[config.mk]
export PLATFORM = sky130hd
export DESIGN_NAME = aipc_regs
export DESIGN_NICKNAME = d
export VERILOG_FILES = /design/src/aipc_gain_lut.v /design/src/aipc_pin_route.v /design/src/aipc_regs.v
export VERILOG_INCLUDE_DIRS = /design/src
export SDC_FILE = /design/constraint.sdc
export NUM_CORES = 1
export LEC_CHECK = 0
export BUFFER_PORTS_ARGS = -buffer_cell sky130_fd_sc_hd__clkbuf_2
export CAP_MARGIN = 20
export CELL_PAD_IN_SITES_DETAIL_PLACEMENT = 1
export CELL_PAD_IN_SITES_GLOBAL_PLACEMENT = 1
export CORE_AREA = 10 10 117 119
export CTS_CLUSTER_SIZE = 12
export DETAILED_ROUTE_END_ITERATION = 10
export DIE_AREA = 0 0 127 129
export PLACE_DENSITY = 0.82
export SETUP_SLACK_MARGIN = 0.2
export SLEW_MARGIN = 25
export SYNTH_ARGS = -nofsm -noshare
export SYNTH_HDL_FRONTEND = slang
export SYNTH_SLANG_ARGS = --single-unit
[constraint.sdc]
create_clock -name clk_sys -period 2.3 [get_ports clk_sys]
set_clock_uncertainty 0.2 [all_clocks]
set_input_delay 0.23 -clock clk_sys [delete_from_list [all_inputs] [get_ports clk_sys]]
set_output_delay 0.23 -clock clk_sys [all_outputs]
set_load 0.05 [all_outputs]
[src/aipc_defs.vh]
// Purpose : shared constants for the analogue input path register bank
// Assumes : 32-bit AXI4-Lite data, one aligned word per register
// Notes   : byte address of a register is four times its index
`ifndef AIPC_DEFS_VH
`define AIPC_DEFS_VH

// ==========================================================================
// bus and addressing
`define AIPC_ADDR_W        8
`define AIPC_IDX_W         6
`define AIPC_IDX_RGAIN     6'h2D
`define AIPC_IDX_LROUTE    6'h2E
`define AIPC_IDX_RROUTE    6'h2F
`define AIPC_RESP_OKAY     2'h0
`define AIPC_RESP_SLVERR   2'h2

// ==========================================================================
// field positions
`define AIPC_MUTE_BIT      7
`define AIPC_GAIN_HI       4
`define AIPC_CMR_BIT       6
`define AIPC_NSEL_HI       5
`define AIPC_NSEL_LO       4
`define AIPC_PSEL_HI       3
`define AIPC_PSEL_LO       2
`define AIPC_MODE_HI       1

// ==========================================================================
// reset values and writable masks
`define AIPC_RST_RGAIN     16'h0085
`define AIPC_RST_ROUTE     16'h0044
`define AIPC_MASK_RGAIN    16'h009F
`define AIPC_MASK_ROUTE    16'h007F

// ==========================================================================
// input modes
`define AIPC_MODE_SE       2'h0
`define AIPC_MODE_DLINE    2'h1
`define AIPC_MODE_DMIC     2'h2
`define AIPC_MODE_RSVD     2'h3

`endif

[src/aipc_gain_lut.v]
// Purpose : decode right gain code to gain in tenths of a dB
// Assumes : mode codes with bit 1 set follow the microphone law
// Notes   : outputs are registered, one cycle behind the inputs
`timescale 1ns/1ns
`include "aipc_defs.vh"

module aipc_gain_lut (
   input  wire       clk_sys,
   input  wire       nrst,
   input  wire [4:0] gain_code,
   input  wire [1:0] mode,
   output reg  [9:0] gain_tenth_db_q,
   output reg        gain_invalid_q
);

   // ========================================================================
   // line law, two's complement tenths of a dB
   function [9:0] line_gain;
      input [4:0] c;
      begin
         case (c)
            5'h00: line_gain = 10'h3F1;
            5'h01: line_gain = 10'h3F3;
            5'h02: line_gain = 10'h3F6;
            5'h03: line_gain = 10'h3F9;
            5'h04: line_gain = 10'h3FD;
            5'h05: line_gain = 10'h000;
            5'h06: line_gain = 10'h003;
            5'h07: line_gain = 10'h007;
            5'h08: line_gain = 10'h00A;
            5'h09: line_gain = 10'h00E;
            5'h0A: line_gain = 10'h012;
            5'h0B: line_gain = 10'h017;
            5'h0C: line_gain = 10'h01B;
            5'h0D: line_gain = 10'h020;
            5'h0E: line_gain = 10'h025;
            5'h0F: line_gain = 10'h02A;
            5'h10: line_gain = 10'h030;
            5'h11: line_gain = 10'h036;
            5'h12: line_gain = 10'h03C;
            5'h13: line_gain = 10'h043;
            5'h14: line_gain = 10'h04B;
            5'h15: line_gain = 10'h053;
            5'h16: line_gain = 10'h05C;
            5'h17: line_gain = 10'h066;
            5'h18: line_gain = 10'h072;
            5'h19: line_gain = 10'h07F;
            5'h1A: line_gain = 10'h08F;
            5'h1B: line_gain = 10'h0A2;
            5'h1C: line_gain = 10'h0C0;
            5'h1D: line_gain = 10'h0DF;
            5'h1E: line_gain = 10'h0FC;
            default: line_gain = 10'h11B;
         endcase
      end
   endfunction

   // ========================================================================
   // microphone law, 3 dB steps clamped at the top
   function [9:0] mic_gain;
      input [4:0] c;
      begin
         case (c)
            5'h01: mic_gain = 10'h078;
            5'h02: mic_gain = 10'h096;
            5'h03: mic_gain = 10'h0B4;
            5'h04: mic_gain = 10'h0D2;
            5'h05: mic_gain = 10'h0F0;
            5'h06: mic_gain = 10'h10E;
            5'h00: mic_gain = 10'h000;
            default: mic_gain = 10'h12C;
         endcase
      end
   endfunction

   // ========================================================================
   // registered decode
   always @(posedge clk_sys or negedge nrst) begin
      if (!nrst) begin
         gain_tenth_db_q <= 10'h000;
         gain_invalid_q  <= 1'b0;
      end else if (mode[1]) begin
         gain_tenth_db_q <= mic_gain(gain_code);
         gain_invalid_q  <= (gain_code == 5'h00);
      end else begin
         gain_tenth_db_q <= line_gain(gain_code);
         gain_invalid_q  <= 1'b0;
      end
   end

endmodule // aipc_gain_lut

[src/aipc_pin_route.v]
// Purpose : decode one channel's pin selects into one-hot pin enables
// Assumes : select 1X means pin three; mode bit 1 means microphone mode
// Notes   : outputs are registered, one cycle behind the inputs
`timescale 1ns/1ns
`include "aipc_defs.vh"

module aipc_pin_route (
   input  wire       clk_sys,
   input  wire       nrst,
   input  wire [1:0] neg_pick,
   input  wire [1:0] pos_pick,
   input  wire [1:0] mode,
   input  wire       cmr_on,
   output reg  [2:0] inv_pins_q,
   output reg  [2:0] noninv_pins_q,
   output reg        cmr_active_q,
   output reg        mode_reserved_q
);

   // ========================================================================
   // select to one-hot: bit 0 pin one, bit 1 pin two, bit 2 pin three
   function [2:0] onehot;
      input [1:0] s;
      begin
         if (s[1])
            onehot = 3'h4;
         else if (s[0])
            onehot = 3'h2;
         else
            onehot = 3'h1;
      end
   endfunction

   always @(posedge clk_sys or negedge nrst) begin
      if (!nrst) begin
         inv_pins_q      <= 3'h1;
         noninv_pins_q   <= 3'h2;
         cmr_active_q    <= 1'b0;
         mode_reserved_q <= 1'b0;
      end else begin
         if (mode[1]) begin
            // microphone mode swaps the roles of the two selects
            inv_pins_q    <= onehot(pos_pick);
            noninv_pins_q <= onehot(neg_pick);
         end else begin
            inv_pins_q    <= onehot(neg_pick);
            noninv_pins_q <= onehot(pos_pick);
         end
         cmr_active_q    <= cmr_on & (mode == `AIPC_MODE_DLINE);
         mode_reserved_q <= (mode == `AIPC_MODE_RSVD);
      end
   end

endmodule // aipc_pin_route

[src/aipc_regs.v]
// Purpose : AXI4-Lite register bank for the stereo analogue input path
// Assumes : single clock, asynchronous active-low reset
// Notes   : one write and one read in flight; unmapped access gives SLVERR
`timescale 1ns/1ns
`include "aipc_defs.vh"

module aipc_regs (
   input  wire                     clk_sys,
   input  wire                     nrst,
   // write address channel
   input  wire [`AIPC_ADDR_W-1:0]  s_axi_awaddr,
   input  wire [2:0]               s_axi_awprot,
   input  wire                     s_axi_awvalid,
   output wire                     s_axi_awready,
   // write data channel
   input  wire [31:0]              s_axi_wdata,
   input  wire [3:0]               s_axi_wstrb,
   input  wire                     s_axi_wvalid,
   output wire                     s_axi_wready,
   // write response channel
   output wire [1:0]               s_axi_bresp,
   output wire                     s_axi_bvalid,
   input  wire                     s_axi_bready,
   // read address channel
   input  wire [`AIPC_ADDR_W-1:0]  s_axi_araddr,
   input  wire [2:0]               s_axi_arprot,
   input  wire                     s_axi_arvalid,
   output wire                     s_axi_arready,
   // read data channel
   output wire [31:0]              s_axi_rdata,
   output wire [1:0]               s_axi_rresp,
   output wire                     s_axi_rvalid,
   input  wire                     s_axi_rready,
   // right amplifier
   output wire                     right_amp_silence,
   output wire [4:0]               right_amp_gain_code,
   output wire [9:0]               right_gain_tenth_db,
   output wire                     right_gain_invalid,
   // raw routing fields
   output wire                     left_common_rejection_on,
   output wire                     right_common_rejection_on,
   output wire [1:0]               left_negative_pin_pick,
   output wire [1:0]               left_positive_pin_pick,
   output wire [1:0]               right_negative_pin_pick,
   output wire [1:0]               right_positive_pin_pick,
   output wire [1:0]               left_input_mode,
   output wire [1:0]               right_input_mode,
   // decoded routing
   output wire                     left_cmr_active,
   output wire                     right_cmr_active,
   output wire [2:0]               left_inv_pins,
   output wire [2:0]               left_noninv_pins,
   output wire [2:0]               right_inv_pins,
   output wire [2:0]               right_noninv_pins,
   output wire                     left_mode_reserved,
   output wire                     right_mode_reserved
);

   // ========================================================================
   // register storage
   reg  [15:0]             rgain_q;
   reg  [15:0]             lroute_q;
   reg  [15:0]             rroute_q;

   // ========================================================================
   // write channel state
   reg                     aw_rdy_q;
   reg                     w_rdy_q;
   reg                     have_aw_q;
   reg                     have_w_q;
   reg                     bvalid_q;
   reg  [1:0]              bresp_q;
   reg  [`AIPC_IDX_W-1:0]  wr_idx_q;
   reg  [15:0]             wr_data_q;
   reg  [1:0]              wr_be_q;

   // ========================================================================
   // read channel state
   reg                     ar_rdy_q;
   reg                     rvalid_q;
   reg  [31:0]             rdata_q;
   reg  [1:0]              rresp_q;
   reg  [15:0]             rd_word;
   reg                     rd_hit;
   reg                     wr_hit;

   wire                    aw_hs;
   wire                    w_hs;
   wire                    wr_go;
   wire                    ar_hs;
   wire [`AIPC_IDX_W-1:0]  rd_idx;

   assign aw_hs  = s_axi_awvalid & aw_rdy_q;
   assign w_hs   = s_axi_wvalid & w_rdy_q;
   assign wr_go  = have_aw_q & have_w_q & ~bvalid_q;
   assign ar_hs  = s_axi_arvalid & ar_rdy_q;
   assign rd_idx = s_axi_araddr[`AIPC_ADDR_W-1:2];

   // ========================================================================
   // byte-lane merge; undefined bits forced to zero whatever is written
   function [15:0] merge;
      input [15:0] old;
      input [15:0] nw;
      input [1:0]  be;
      input [15:0] mask;
      reg   [15:0] lanes;
      begin
         lanes = {{8{be[1]}}, {8{be[0]}}};
         merge = ((old & ~lanes) | (nw & lanes)) & mask;
      end
   endfunction

   // ========================================================================
   // write address decode
   always @* begin
      case (wr_idx_q)
         `AIPC_IDX_RGAIN:  wr_hit = 1'b1;
         `AIPC_IDX_LROUTE: wr_hit = 1'b1;
         `AIPC_IDX_RROUTE: wr_hit = 1'b1;
         default:          wr_hit = 1'b0;
      endcase
   end

   // ========================================================================
   // write handshake: address and data taken in either order,
   // response issued once both are held
   always @(posedge clk_sys or negedge nrst) begin
      if (!nrst) begin
         aw_rdy_q  <= 1'b0;
         w_rdy_q   <= 1'b0;
         have_aw_q <= 1'b0;
         have_w_q  <= 1'b0;
         bvalid_q  <= 1'b0;
         bresp_q   <= `AIPC_RESP_OKAY;
         wr_idx_q  <= {`AIPC_IDX_W{1'b0}};
         wr_data_q <= 16'h0000;
         wr_be_q   <= 2'h0;
      end else begin
         if (aw_hs) begin
            aw_rdy_q  <= 1'b0;
            have_aw_q <= 1'b1;
            wr_idx_q  <= s_axi_awaddr[`AIPC_ADDR_W-1:2];
         end else if (~have_aw_q & ~bvalid_q) begin
            aw_rdy_q <= 1'b1;
         end
         if (w_hs) begin
            w_rdy_q   <= 1'b0;
            have_w_q  <= 1'b1;
            wr_data_q <= s_axi_wdata[15:0];
            wr_be_q   <= s_axi_wstrb[1:0];
         end else if (~have_w_q & ~bvalid_q) begin
            w_rdy_q <= 1'b1;
         end
         if (wr_go) begin
            have_aw_q <= 1'b0;
            have_w_q  <= 1'b0;
            bvalid_q  <= 1'b1;
            bresp_q   <= wr_hit ? `AIPC_RESP_OKAY : `AIPC_RESP_SLVERR;
         end else if (bvalid_q & s_axi_bready) begin
            bvalid_q <= 1'b0;
         end
      end
   end

   // ========================================================================
   // register update; reserved mode code is stored so it reads back,
   // and flagged rather than silently corrected
   always @(posedge clk_sys or negedge nrst) begin
      if (!nrst) begin
         rgain_q  <= `AIPC_RST_RGAIN;
         lroute_q <= `AIPC_RST_ROUTE;
         rroute_q <= `AIPC_RST_ROUTE;
      end else if (wr_go) begin
         case (wr_idx_q)
            `AIPC_IDX_RGAIN:
               rgain_q <= merge(rgain_q, wr_data_q, wr_be_q,
                                `AIPC_MASK_RGAIN);
            `AIPC_IDX_LROUTE:
               lroute_q <= merge(lroute_q, wr_data_q, wr_be_q,
                                 `AIPC_MASK_ROUTE);
            `AIPC_IDX_RROUTE:
               rroute_q <= merge(rroute_q, wr_data_q, wr_be_q,
                                 `AIPC_MASK_ROUTE);
            default: begin
            end
         endcase
      end
   end

   // ========================================================================
   // read decode
   always @* begin
      rd_word = 16'h0000;
      rd_hit  = 1'b1;
      case (rd_idx)
         `AIPC_IDX_RGAIN:  rd_word = rgain_q;
         `AIPC_IDX_LROUTE: rd_word = lroute_q;
         `AIPC_IDX_RROUTE: rd_word = rroute_q;
         default:          rd_hit  = 1'b0;
      endcase
   end

   // ========================================================================
   // read handshake; answer one cycle after the address is taken
   always @(posedge clk_sys or negedge nrst) begin
      if (!nrst) begin
         ar_rdy_q <= 1'b0;
         rvalid_q <= 1'b0;
         rdata_q  <= 32'h00000000;
         rresp_q  <= `AIPC_RESP_OKAY;
      end else if (ar_hs) begin
         ar_rdy_q <= 1'b0;
         rvalid_q <= 1'b1;
         rdata_q  <= {16'h0000, rd_word};
         rresp_q  <= rd_hit ? `AIPC_RESP_OKAY : `AIPC_RESP_SLVERR;
      end else if (rvalid_q & s_axi_rready) begin
         rvalid_q <= 1'b0;
         ar_rdy_q <= 1'b1;
      end else if (~rvalid_q) begin
         ar_rdy_q <= 1'b1;
      end
   end

   assign s_axi_awready = aw_rdy_q;
   assign s_axi_wready  = w_rdy_q;
   assign s_axi_bvalid  = bvalid_q;
   assign s_axi_bresp   = bresp_q;
   assign s_axi_arready = ar_rdy_q;
   assign s_axi_rvalid  = rvalid_q;
   assign s_axi_rdata   = rdata_q;
   assign s_axi_rresp   = rresp_q;

   // ========================================================================
   // raw fields, straight from the register flops
   assign right_amp_silence         = rgain_q[`AIPC_MUTE_BIT];
   assign right_amp_gain_code       = rgain_q[`AIPC_GAIN_HI:0];
   assign left_common_rejection_on  = lroute_q[`AIPC_CMR_BIT];
   assign right_common_rejection_on = rroute_q[`AIPC_CMR_BIT];
   assign left_negative_pin_pick    =
      lroute_q[`AIPC_NSEL_HI:`AIPC_NSEL_LO];
   assign left_positive_pin_pick    =
      lroute_q[`AIPC_PSEL_HI:`AIPC_PSEL_LO];
   assign right_negative_pin_pick   =
      rroute_q[`AIPC_NSEL_HI:`AIPC_NSEL_LO];
   assign right_positive_pin_pick   =
      rroute_q[`AIPC_PSEL_HI:`AIPC_PSEL_LO];
   assign left_input_mode           = lroute_q[`AIPC_MODE_HI:0];
   assign right_input_mode          = rroute_q[`AIPC_MODE_HI:0];

   // ========================================================================
   // gain law follows the right mode field
   aipc_gain_lut u_gain (
      .clk_sys         (clk_sys),
      .nrst            (nrst),
      .gain_code       (rgain_q[`AIPC_GAIN_HI:0]),
      .mode            (rroute_q[`AIPC_MODE_HI:0]),
      .gain_tenth_db_q (right_gain_tenth_db),
      .gain_invalid_q  (right_gain_invalid)
   );

   // ========================================================================
   // per-channel pin routing; channel 0 left, channel 1 right
   wire [31:0] route_pk;
   wire [5:0]  inv_pk;
   wire [5:0]  noninv_pk;
   wire [1:0]  cmr_pk;
   wire [1:0]  rsvd_pk;

   assign route_pk = {rroute_q, lroute_q};

   genvar ch;
   generate
      for (ch = 0; ch < 2; ch = ch + 1) begin : g_chan
         aipc_pin_route u_route (
            .clk_sys         (clk_sys),
            .nrst            (nrst),
            .neg_pick        (route_pk[ch*16+`AIPC_NSEL_LO +: 2]),
            .pos_pick        (route_pk[ch*16+`AIPC_PSEL_LO +: 2]),
            .mode            (route_pk[ch*16 +: 2]),
            .cmr_on          (route_pk[ch*16+`AIPC_CMR_BIT]),
            .inv_pins_q      (inv_pk[ch*3 +: 3]),
            .noninv_pins_q   (noninv_pk[ch*3 +: 3]),
            .cmr_active_q    (cmr_pk[ch]),
            .mode_reserved_q (rsvd_pk[ch])
         );
      end
   endgenerate

   assign left_inv_pins       = inv_pk[2:0];
   assign right_inv_pins      = inv_pk[5:3];
   assign left_noninv_pins    = noninv_pk[2:0];
   assign right_noninv_pins   = noninv_pk[5:3];
   assign left_cmr_active     = cmr_pk[0];
   assign right_cmr_active    = cmr_pk[1];
   assign left_mode_reserved  = rsvd_pk[0];
   assign right_mode_reserved = rsvd_pk[1];

   // prot inputs accepted but unused: no access protection on this bank
   wire unused_prot;
   assign unused_prot = ^{s_axi_awprot, s_axi_arprot, s_axi_wdata[31:16],
                          s_axi_wstrb[3:2]};

endmodule // aipc_regs

==> results.md <==
- Status: complete, no violations
- Core Region: 11,300 um2
- DP Cell Count: 562
- Layout cell share with drive strength beyond 1: 41.1%
- Sequential share of the synthesized area: 51.3%
- GR Util met2: 23.5%
- Post-Place Setup Slack: 146 ps
- First-pass GRT wire length: 18,400 um
- Fin area: 5030 um2
- Grt ovf: 0
- Hold path depth: 4
- Aggregate global-route resource usage: 13.8%
- Simple-gate share of the synthesized area: 11.9%
- Initial DRT Pass Iterations: 4
- Critical path cell sequence: inv_1 -> ha_4 -> nand2b_1 -> nand3_1 -> o311ai_0 -> a32oi_1
- Post-Syn Area: 3880 um2
- Fin. Hold Viols: 0
- Synth Instances: 338
- Slowest CP cell: dfstp_4
- CP endpoint kind: flop
- Die height: 129 um
- WS Path Type: reg2reg
- Dpl hpwl: 8260 um
- Chip Width: 127 um
- Setup WS post-layout: 238 ps
- CP arrival: 2110 ps
- Full die area: 16,400 um2
- WHS Endpoint: s_axi_rresp[1]
- Synth Warn #: 0
- Total power: 6.71 mW
- Post-Synth XOR/XNOR Area: 0.226%
- Crit path max fanout: 7
- Core Rows: 39
- PortBufs: 89
- Vias in the first global route: 3,376
- Clk root buf: clkbuf_16
- Final Wtd Congestion: 0.814
- TNS Setup: 0 ps
- Slew Limit Fails: 0
- Post-DP Area: 4420 um2
- Number of enable flip-flop cells after synthesis: 0
- HP Start: s_axi_araddr[7]
- Req. time, crit path: 2350 ps
- DRT Wirelength: 11,700 um
- Layout Nets: 526
- Final Util: 44.5%
- DR iter-0 viols: 211
- Setup Viol. Count Final: 0
- CTS clock-pin slew for the worst setup and hold paths: 70 ps
- Final instance count without filler cells: 603
- R2R cell count: 6
- Initial antenna violation count: 0
- Compound-cell area share of the yosys netlist: 11.3%
- Ratio of final minimum period to clock period: 89.7%
- Peak supply drop: 606 uV
- H-Tree Depth: 3
- Syn_area_per_cell: 11.5 um2
- Mux contribution to synthesized area: 15.5%
- Vias: 3,023
- Minimum clock period after layout: 2060 ps
- Setup crit start kind: flop
- Worst slew margin: 53.5%
- Grt met1 use: 16.1%
- Avg Vias per Cell: 5.01
- RSZ-0062 raised after global routing: yes
- # fillers: 1,253
- Wire length per cell: 19.4 um
- FF-to-FF End: u_gain.gain_tenth_db_q[3]
- PD cells: 1330 nW/um2
- Starting density of the core: 34.3%
- Clk_lat worst skew: 340 ps
- Post-synthesis adder-cell area fraction: 1.93%
- Met3 Use GR: 4.27%
- Synthesized flop and latch total: 79
- Hold WS: 146 ps
- Largest net degree at the start of global routing: 45
- CTS tree: yes
- Hold Crit Class: in2reg
- Most used DFF post-synth: dfrtp_1
- Worst-case clock buffer depth: 2
- Io pins: 153
- Max cap viols: 0
- Fmax: 485 MHz
- Gr busiest metal: met2
- Async SR Flop Fraction: 100%
- Sink Count: 79
- Yosys cell types: 50
- Max incr delay on CP: 610 ps
- Layout overhead on the synthesized area: 29.7%
- Largest family of logic cells by synthesized area: multiplexers
- DRC: 0
- Worst slew pin tran: 697 ps
- CTS Buf Count: 9
- Diode count: 0
- Post-route ant nets: 0
- LEAKAGE: 2.36 nW
- Setup slack, reg-to-reg: 240 ps
critical path, delay by kind of cell (launching register included):
family	cells	cell delay, ps
compound gates	2	460
fa+ha+maj	1	220
buf+inv	1	120
flops	1	610
simple gates	2	370
area by class of cell:
cell class	count	area [um2]	area share, %
clock buffers	10	229	4.55
clock inverters	6	116	2.31
inverters	6	22.5	0.448
multi-input cells	234	1720	34.2
flip-flops and latches	79	2000	39.7
well taps	143	179	3.56
repair buffers	125	771	15.3
metal layers:
| metal | up-vias | part of all wire (%) | wire, um |
|---|---|---|---|
| met1 | 1544 | 42 | 4900 |
| met2 | 96 | 50 | 5850 |
| li1 | 1370 | - | - |
| met5 | - | 0 | 0 |
| met3 | 13 | 7.1 | 830 |
| met4 | 0 | 1.2 | 143 |
worst max path at each step:
stage	to	slack, ps	startpoint	cells past startpoint
after floorplan	flop	210	s_axi_bvalid	5
after global placement	u_gain.gain_tenth_db_q[2]	160	flop	6
after detailed placement	u_gain.gain_tenth_db_q[2]	150	flop	6
after CTS	u_gain.gain_tenth_db_q[3]	240	flop	6
after global routing	u_gain.gain_tenth_db_q[3]	160	flop	6
final	u_gain.gain_tenth_db_q[3]	240	flop	6
kinds of logic (layout without fill, tap and decap cells):
logic type	count (synthesis)	count (layout)
AOI/OAI and AO/OA	63	63
xor gates and xnor gates	1	1
adders and majority gates	6	6
buffers and inverters	50	147
DFF	79	79
muxes	52	52
other	1	26
and+or+nand+nor	86	86
layout by cell type (no fill, tap or decap), types with 3 or more instances in the layout:
| master | synthesis | final |
|---|---|---|
| a21oi_1 | 11 | 11 |
| a22o_1 | 11 | 11 |
| and2_1 | 3 | 3 |
| buf_4 | 26 | 16 |
| bufinv_16 | 0 | 3 |
| clkbuf_16 | 0 | 9 |
| clkbuf_2 | 0 | 88 |
| conb_1 | 1 | 26 |
| dfrtp_1 | 68 | 67 |
| dfstp_2 | 11 | 10 |
| dlygate4sd3_1 | 0 | 21 |
| ha_1 | 6 | 3 |
| inv_1 | 6 | 6 |
| mux2_2 | 44 | 44 |
| mux2i_1 | 6 | 6 |
| nand2_1 | 21 | 21 |
| nand2b_1 | 10 | 10 |
| nor2_1 | 29 | 29 |
| nor2b_1 | 6 | 6 |
| o21a_1 | 4 | 4 |
| o21ai_0 | 14 | 14 |
| o311ai_0 | 3 | 3 |
where the power goes:
| group | switching [mW] | internal [mW] | total [mW] |
|---|---|---|---|
| Clock | 0.601 | 1.07 | 1.67 |
| Combinational | 1.80 | 0.954 | 2.75 |
| Sequential | 0.454 | 1.83 | 2.28 |
| Total | 2.85 | 3.85 | 6.71 |
synth_stat cells (2+ instances only):
| library cell | count | area share (%) |
|---|---|---|
| dfrtp_1 | 68 | 44 |
| mux2_2 | 44 | 13 |
| nor2_1 | 29 | 2.8 |
| buf_4 | 26 | 5.0 |
| nand2_1 | 21 | 2.0 |
| o21ai_0 | 14 | 1.8 |
| a21oi_1 | 11 | 1.4 |
| a22o_1 | 11 | 2.5 |
| dfstp_2 | 11 | 7.4 |
| nand2b_1 | 10 | 1.6 |
| clkbuf_1 | 8 | 0.77 |
| buf_2 | 7 | 0.90 |
| ha_1 | 6 | 1.9 |
| inv_1 | 6 | 0.58 |
| mux2i_1 | 6 | 1.5 |
| nor2b_1 | 6 | 0.97 |
| o21a_1 | 4 | 0.77 |
| a211oi_1 | 3 | 0.58 |
| and2_1 | 3 | 0.48 |
| o311ai_0 | 3 | 0.68 |
| a2111oi_0 | 2 | 0.45 |
| a211o_1 | 2 | 0.45 |
| and3b_1 | 2 | 0.45 |
| buf_1 | 2 | 0.19 |
| mux4_2 | 2 | 1.2 |
| nand3_1 | 2 | 0.26 |
| nor3_1 | 2 | 0.26 |
| nor3b_4 | 2 | 0.97 |
| nor4_1 | 2 | 0.32 |
| o211ai_1 | 2 | 0.39 |
| o22ai_1 | 2 | 0.32 |
repair_timing:
item	CTS	global route
hold buffers	21	0
setup buffers	0	4
gates resized for setup	3	3
hold endpoints to repair	53	0
setup endpoints to repair	1	6
pin swaps	0	1
No activity file was read; power rests on OpenSTA's default activity.
